--- config.mk ---
export PLATFORM = sky130hd
export DESIGN_NAME = card_read_strobe_and_udma_flow
export DESIGN_NICKNAME = d
export VERILOG_FILES = /design/src/hw/card_port_pkg.sv /design/src/hw/word_fifo.sv /design/src/hw/card_read_strobe_and_udma_flow.sv
export VERILOG_INCLUDE_DIRS = /design/src /design/src/hw
export SDC_FILE = /design/constraint.sdc
export NUM_CORES = 1
export LEC_CHECK = 0
export ABC_AREA = 0
export BUFFER_PORTS_ARGS = -buffer_cell sky130_fd_sc_hd__buf_2
export CAP_MARGIN = 10
export CORE_ASPECT_RATIO = 1.75
export CORE_UTILIZATION = 45
export CTS_CLUSTER_DIAMETER = 50
export DETAILED_ROUTE_END_ITERATION = 8
export PLACE_DENSITY = 0.76
export SLEW_MARGIN = 40
export SYNTH_ARGS = -nofsm -noshare
export SYNTH_HDL_FRONTEND = slang
export SYNTH_SLANG_ARGS = --single-unit
export TNS_END_PERCENT = 1
--- constraint.sdc ---
create_clock -name clk_sys -period 7.95 [get_ports clk_sys]
set_input_delay 1.9875 -clock clk_sys [delete_from_list [all_inputs] [get_ports clk_sys]]
set_output_delay 1.9875 -clock clk_sys [all_outputs]
set_load 0.02 [all_outputs]
--- src/hw/card_port_regs.svh ---
/*
 * Constants for the card host-port strobe and flow logic.
 * Assumes inclusion by bare name from the package and card_read_strobe_and_udma_flow.
 */
`ifndef CARD_PORT_REGS_SVH
`define CARD_PORT_REGS_SVH

`define CARD_DATA_W 16
`define XFER_FIFO_DEPTH 8
`define SENSE_RESET_VAL 1'b0
`define DATA_RESET_VAL 16'h0000

`endif

--- src/hw/card_port_pkg.sv ---
/*
 * Types for the card host-port strobe and flow logic.
 * Assumes card_port_regs.svh on the include path.
 */
`include "card_port_regs.svh"

package card_port_pkg;

    // ------------------------------------------------------------
    // pin groups
    // ------------------------------------------------------------
    typedef struct packed {
        logic iord_n;
        logic hdmardy_n;
        logic hstrobe;
        logic dmack_n;
        logic [`CARD_DATA_W-1:0] data;
    } pins_in_t;

    typedef struct packed {
        logic [`CARD_DATA_W-1:0] data;
        logic data_oe;
        logic dmarq;
        logic card_present_sense_a;
        logic card_present_sense_b;
        logic tx_toggle;
    } pins_out_t;

    // ------------------------------------------------------------
    // transfer state
    // ------------------------------------------------------------
    typedef enum logic [1:0] {
        ST_IDLE = 2'b00,
        ST_IO_READ = 2'b01,
        ST_UDMA_IN = 2'b10,
        ST_UDMA_OUT = 2'b11
    } xfer_state_t;

    typedef struct packed {
        pins_in_t s1;
        pins_in_t s2;
        pins_in_t s3;
        xfer_state_t st;
        pins_out_t po;
        logic rd_strobe;
        logic src_ready;
        logic overflow;
    } port_state_t;

endpackage

--- src/hw/word_fifo.sv ---
/*
 * Word FIFO with valid/ready on both sides.
 * Assumes one clock domain; depth is a power of two.
 */
`timescale 1ns/1ps

module word_fifo #(
    parameter int WIDTH = 16,
    parameter int DEPTH = 8
) (
    input wire logic clk_sys,
    input wire logic resetn,
    input wire logic in_valid,
    input wire logic [WIDTH-1:0] in_data,
    output logic in_ready,
    output logic out_valid,
    output logic [WIDTH-1:0] out_data,
    input wire logic out_ready
);

    localparam int AW = $clog2(DEPTH);

    typedef struct packed {
        logic [AW:0] wptr;
        logic [AW:0] rptr;
    } fifo_state_t;

    fifo_state_t r_q;
    fifo_state_t r_d;
    logic [WIDTH-1:0] mem [DEPTH];
    logic push;
    logic pop;

    assign in_ready = (r_q.wptr - r_q.rptr) != (AW+1)'(DEPTH);
    assign out_valid = r_q.wptr != r_q.rptr;
    assign out_data = mem[r_q.rptr[AW-1:0]];
    assign push = in_valid && in_ready;
    assign pop = out_valid && out_ready;

    always_comb
    begin
        r_d = r_q;
        if (push)
        begin
            r_d.wptr = r_q.wptr + 1'b1;
        end
        if (pop)
        begin
            r_d.rptr = r_q.rptr + 1'b1;
        end
    end

    always_ff @(posedge clk_sys or negedge resetn)
    begin
        if (!resetn)
        begin
            r_q <= '0;
        end
        else
        begin
            r_q <= r_d;
        end
    end

    always_ff @(posedge clk_sys)
    begin
        if (push)
        begin
            mem[r_q.wptr[AW-1:0]] <= in_data;
        end
    end

endmodule

--- src/hw/card_read_strobe_and_udma_flow.sv ---
/*
 * Card-side read strobe, Ultra DMA flow control and card-detect outputs.
 * Assumes all pin inputs are asynchronous to clk_sys; mode and user-side
 * signals come from logic on clk_sys. Host strobes are far slower than clk_sys.
 */
`timescale 1ns/1ps
`include "card_port_regs.svh"

// Overview of operation
// - In I/O mode read data is driven onto the bus only while the read strobe is asserted.
// - In True IDE mode without an Ultra DMA transfer the read strobe acts as in I/O mode.
// - When the host negates its ready line the card stops sending until it is asserted again.
// - During an Ultra DMA write a word is captured on every rising and falling host strobe edge while the FIFO has room.
// - A pause in host strobe edges loses or duplicates no data and capture resumes on new edges.
// - The request line stays asserted until the acknowledge comes and reasserts if read data remains or, in a write, the FIFO has room.
module card_read_strobe_and_udma_flow (
    input wire logic clk_sys,
    input wire logic resetn,
    input wire card_port_pkg::pins_in_t pin_in,
    output card_port_pkg::pins_out_t pin_out,
    input wire logic io_mode,
    input wire logic true_ide_mode,
    input wire logic udma_read_active,
    input wire logic udma_write_active,
    input wire logic [`CARD_DATA_W-1:0] io_rd_data,
    output logic io_rd_strobe,
    input wire logic src_valid,
    input wire logic [`CARD_DATA_W-1:0] src_data,
    output logic src_ready,
    output logic snk_valid,
    output logic [`CARD_DATA_W-1:0] snk_data,
    input wire logic snk_ready,
    output logic overflow
);
    import card_port_pkg::*;

    port_state_t r_q;
    port_state_t r_d;
    logic fifo_in_valid;
    logic fifo_in_ready;
    logic strobe_edge;
    logic udma_any;
    logic want_req;

    // ------------------------------------------------------------
    // capture fifo for data-out bursts
    // ------------------------------------------------------------
    word_fifo #(
        .WIDTH(`CARD_DATA_W),
        .DEPTH(`XFER_FIFO_DEPTH)
    ) u_fifo (
        .clk_sys(clk_sys),
        .resetn(resetn),
        .in_valid(fifo_in_valid),
        .in_data(r_q.s2.data),
        .in_ready(fifo_in_ready),
        .out_valid(snk_valid),
        .out_data(snk_data),
        .out_ready(snk_ready)
    );

    // ------------------------------------------------------------
    // next state
    // ------------------------------------------------------------
    assign udma_any = true_ide_mode && (udma_read_active || udma_write_active);
    // either edge, judged after synchronising
    assign strobe_edge = r_q.s2.hstrobe != r_q.s3.hstrobe;
    assign fifo_in_valid = (r_q.st == ST_UDMA_OUT) && strobe_edge;

    always_comb
    begin
        r_d = r_q;
        r_d.s1 = pin_in;
        r_d.s2 = r_q.s1;
        r_d.s3 = r_q.s2;
        r_d.rd_strobe = 1'b0;
        r_d.src_ready = 1'b0;
        want_req = 1'b0;
        if (true_ide_mode && udma_read_active)
        begin
            r_d.st = ST_UDMA_IN;
        end
        else if (true_ide_mode && udma_write_active)
        begin
            r_d.st = ST_UDMA_OUT;
        end
        else if (!r_q.s2.iord_n && (io_mode || true_ide_mode))
        begin
            r_d.st = ST_IO_READ;
        end
        else
        begin
            r_d.st = ST_IDLE;
        end
        case (r_d.st)
            ST_IO_READ:
            begin
                r_d.po.data_oe = 1'b1;
                r_d.po.data = io_rd_data;
                r_d.rd_strobe = (r_q.st != ST_IO_READ);
            end
            ST_UDMA_IN:
            begin
                r_d.po.data_oe = 1'b1;
                want_req = src_valid;
                // every other cycle, under acknowledge, only while host ready
                r_d.src_ready = (r_q.st == ST_UDMA_IN) && !r_q.s2.hdmardy_n
                    && !r_q.s2.dmack_n && !r_q.src_ready;
                if (r_q.src_ready && src_valid)
                begin
                    r_d.po.data = src_data;
                    r_d.po.tx_toggle = !r_q.po.tx_toggle;
                end
            end
            ST_UDMA_OUT:
            begin
                r_d.po.data_oe = 1'b0;
                want_req = fifo_in_ready;
            end
            default:
            begin
                r_d.po.data_oe = 1'b0;
            end
        endcase
        // request holds until acknowledge, then follows remaining work
        r_d.po.dmarq = want_req || (r_q.po.dmarq && r_q.s2.dmack_n && udma_any);
        if (fifo_in_valid && !fifo_in_ready)
        begin
            r_d.overflow = 1'b1;
        end
        r_d.po.card_present_sense_a = `SENSE_RESET_VAL;
        r_d.po.card_present_sense_b = `SENSE_RESET_VAL;
    end

    // ------------------------------------------------------------
    // state register
    // ------------------------------------------------------------
    always_ff @(posedge clk_sys or negedge resetn)
    begin
        if (!resetn)
        begin
            r_q <= '0;
            r_q.s1 <= '{iord_n: 1'b1, hdmardy_n: 1'b1, hstrobe: 1'b0, dmack_n: 1'b1,
                data: `DATA_RESET_VAL};
            r_q.s2 <= '{iord_n: 1'b1, hdmardy_n: 1'b1, hstrobe: 1'b0, dmack_n: 1'b1,
                data: `DATA_RESET_VAL};
            r_q.s3 <= '{iord_n: 1'b1, hdmardy_n: 1'b1, hstrobe: 1'b0, dmack_n: 1'b1,
                data: `DATA_RESET_VAL};
        end
        else
        begin
            r_q <= r_d;
        end
    end

    assign pin_out = r_q.po;
    assign io_rd_strobe = r_q.rd_strobe;
    assign src_ready = r_q.src_ready;
    assign overflow = r_q.overflow;
endmodule

==> impl_metrics.csv <==
group,metric,value,unit
grt,grt_pass1_wl,22.2,mm
worst_setup_path,cp-startpoint,"u_fifo.r_q[2]",
sta,fin_crit_sh,66.6,%
power_and_ir_drop,ir_drop,206,uV
worst_setup_path,required_worst_endpoint,5.96,ns
drt,route.final.wire_length,13.9,mm
clocking,post-cts-setup-buffer-count,0,
clocking,clock_sinks,201,
worst_setup_path,r2r_start,"u_fifo.r_q[2]",
power_and_ir_drop,p_sw,0.873,mW
floorplan,die-area,17700,um2
clocking,cts_buffers,18,
run_status,outcome,"finished, final reports clean",
worst_setup_path,worst-path-max-fanout,19,
power_and_ir_drop,power.share.switching,30.3,%
synth,synth_area_leaders,"edfxtp_1, dfrtp_1, mux4_2",
power_and_ir_drop,p_leak,3.47,nW
floorplan,core_footprint,16900,um2
worst_hold_path,holdPathEnd,"r_d[33]",
synth,post-synth-top-area-fraction,49.8,%
grt,grt_start_max_net_pins,74,
synth,synth.ff_latch_count,201,
power_and_ir_drop,power_frac_clock,29.5,%
drt,drt_drc_violations_left,0,
placement,detailed_place_hpwl,9.04,mm
grt,grt_remaining_overflow,0,
placement,io_buffers,98,
drt,ant_nets,0,
sta,finalMaxSlewViolations,0,
worst_setup_path,worstSetupStartpointType,"flip-flop",
sta,final_setup_violation_count,0,
worst_setup_path,critPathTopFamily,"buffers and inverters",
sta,period_needed,5.29,ns
drt,detailedRoute.firstIterationViolations,247,
worst_setup_path,cp_cell_sequence,"clkinv_1 > ha_1 > and3_1 > nand2b_1 > buf_2",
clocking,clk_pin_slew,0.07,ns
power_and_ir_drop,power_density,320,nW/um2
floorplan,initial_utilization,45.8,%
layout,most-common-layout-cells,"edfxtp_1, buf_2, dfrtp_1",
power_and_ir_drop,p_int,2.01,mW
worst_setup_path,worstSetupEndpointType,"output pin",
clocking,clock_tree.root_cell,"clkbuf_16",
clocking,clock_tree.htree_level_count,1,
worst_setup_path,critical_path_arrival,3.30,ns
sta,timing_worst_slew_pin_value,0.803,ns
sta,holdWs,0.349,ns
layout,insertedDiodeCount,0,
synth,synthesis.area,7720,um2
synth,synth.avg_cell_area,18.1,um2
floorplan,ioPinCount,101,
drt,detailedRoute.firstPassIterationCount,4,
worst_hold_path,hold_depth,0,
layout,final_net_count,583,
worst_hold_path,worst_hold_path_type,"flip-flop to flip-flop",
worst_setup_path,crit-reg2reg-capture,"u_fifo.mem[3][10]",
worst_setup_path,cp_bufs_invs,2,
worst_setup_path,timing.critical_path.depth,5,
sta,maxClockFrequency,0.189,GHz
floorplan,floorplan.die.height,175,um
power_and_ir_drop,share_seq_of_total_power,44.0,%
clocking,clock_latency,0.47,ns
placement,gp_congestion,0.813,
sta,setup_tns,0,ns
sta,rsz_0062_raised_after_global_routing,"false",
drt,viasPerCell,5.17,
power_and_ir_drop,comb_power_share,26.6,%
worst_setup_path,ff2ff_path_depth,7,
synth,synth_instances,426,
synth,yosys.area.top_type,"edfxtp_1",
grt,antenna_found_initial,0,
floorplan,die_width,101,um
layout,mostFrequentLayoutCell,"edfxtp_1",
synth,synth-warning-count,0,
worst_hold_path,timing.hold.worst.start,"r_d[53]",
synth,synth_sequential_area_ratio,73.5,%
sta,maxSlewHeadroom,46.5,%
worst_setup_path,cpPeakStageDelay,0.87,ns
worst_setup_path,r2r_slack,3.79,ns
sta,final_hold_viol_count,0,
drt,via_count,3914,
grt,first_global_vias,4329,
clocking,number_of_gates_resized_after_cts,0,
clocking,cts-hold-fix-buffers,0,
flow_run,timing.max_cap.violations,0,
clocking,clk_path_buf_depth,3,
sta,worst_clock_skew,0.00805,ns
floorplan,row_count,63,
worst_setup_path,crit_type,"flip-flop to output pin",
synth,post_synth_num_cell_types,43,
layout,layout-drive-gt1-share,41.5,%
worst_setup_path,slowest_stage,"dfrtp_1",
layout,flow.area_growth_from_synthesis,16.5,%
grt,grt_util_all_layers,16.6,%
clocking,tritoncts_clock_tree,"built",
drt,avgRoutedWirePerCell,18.4,um
## flip-flops by register name, indices dropped and copies added (netlist names)
| signal | flops |
|---|---|
| pin_out | 19 |
| u_fifo.r_q | 8 |
| r_d | 40 |
| u_fifo.mem | 128 |
| io_rd_strobe | 1 |
| overflow | 1 |
| r_q | 3 |
| src_ready | 1 |
## cell families (layout without fill, tap and decap cells)
group / after synthesis / count (layout) / share of synthesized area, %
fa+ha+maj: 5 / 5 / 0.810
xor+xnor: 10 / 10 / 1.33
simple gates: 89 / 89 / 5.80
flops: 201 / 201 / 73.5
mux: 66 / 66 / 14.3
compound gates: 12 / 12 / 1.05
buf+inv: 42 / 145 / 3.17
other cells: 1 / 2 / 0.0485
## per-layer routing
layer  part of all wire, %  track usage (%)  wire, um  vias to the layer above
met5                     0                0         0                        -
li1                      -                -         -                     1757
met1                    36             18.0      4940                     1985
met4                   1.9             4.95       267                        0
met2                    56             31.8      7820                      152
met3                   6.2             3.14       864                       20
## Yosys cell counts, drive strengths merged
master and instances:
a21o 1, a21oi 5, a22o 1, and3 3, and3b 1, and4 1, and4b 1, buf 30
clkbuf 7, clkinv 1, conb 1, dfrtp 67, dfstp 6, edfxtp 128, ha 5, inv 4
mux2 34, mux4 32, nand2 56, nand2b 2, nand3 6, nand3b 1, nand4 2, nand4b 1
nor2 2, nor2b 2, nor3 2, nor3b 1, nor4 4, nor4b 3, o211a 1, o211ai 2
o21a 1, o21bai 1, or3 1, xnor2 6, xnor3 1, xor2 3
## worst max-delay path by stage
| stage | to |
|---|---|
| final | snk_valid |
| after global placement | snk_valid |
| after floorplan | u_fifo.mem[2][0] |
| after detailed placement | snk_valid |
| after global routing | snk_valid |
| after CTS | snk_valid |
## metrics by stage
step	utilization [%]	cell area, um2	cells	power, mW	setup slack (ns)
3_5_place_dp	49.8	8400	725	2.07	3.12
4_1_cts	53.4	9000	757	2.92	2.60
5_1_grt	53.4	9000	757	3.02	2.44
2_1_floorplan	-	7730	427	1.86	3.78
3_3_place_gp	49.7	8390	724	2.03	3.18
6_report	53.4	9000	757	2.88	2.66
## power groups by stage
| stage | combinational [mW] | sequential, mW | clock (mW) |
|---|---|---|---|
| global placement | 0.752 | 1.28 | 0 |
| finish | 0.766 | 1.27 | 0.849 |
| detailed placement | 0.777 | 1.29 | 0 |
| floorplan | 0.624 | 1.23 | 0 |
| global route | 0.836 | 1.28 | 0.904 |
| CTS | 0.781 | 1.27 | 0.868 |
## area by class of cell
class | instances | area, um2
Multi-Input combinational cell | 184 | 1850
Clock buffer | 25 | 549
Inverter | 5 | 18.8
Timing Repair Buffer | 108 | 572
Fill cell | 1377 | 7870
Tap cell | 227 | 284
Clock inverter | 7 | 50.0
Sequential cell | 201 | 5680
## worst register-to-register path, cell delays in order, from the launching register on
cell      delay, ns
dfrtp_1        0.87
clkinv_1       0.81
ha_1           0.50
xnor3_2        0.39
nand4b_1       0.13
nand3_1        0.29
nor3_4         0.54
buf_4          0.32
Note: power is estimated with default switching activity, not from simulation.
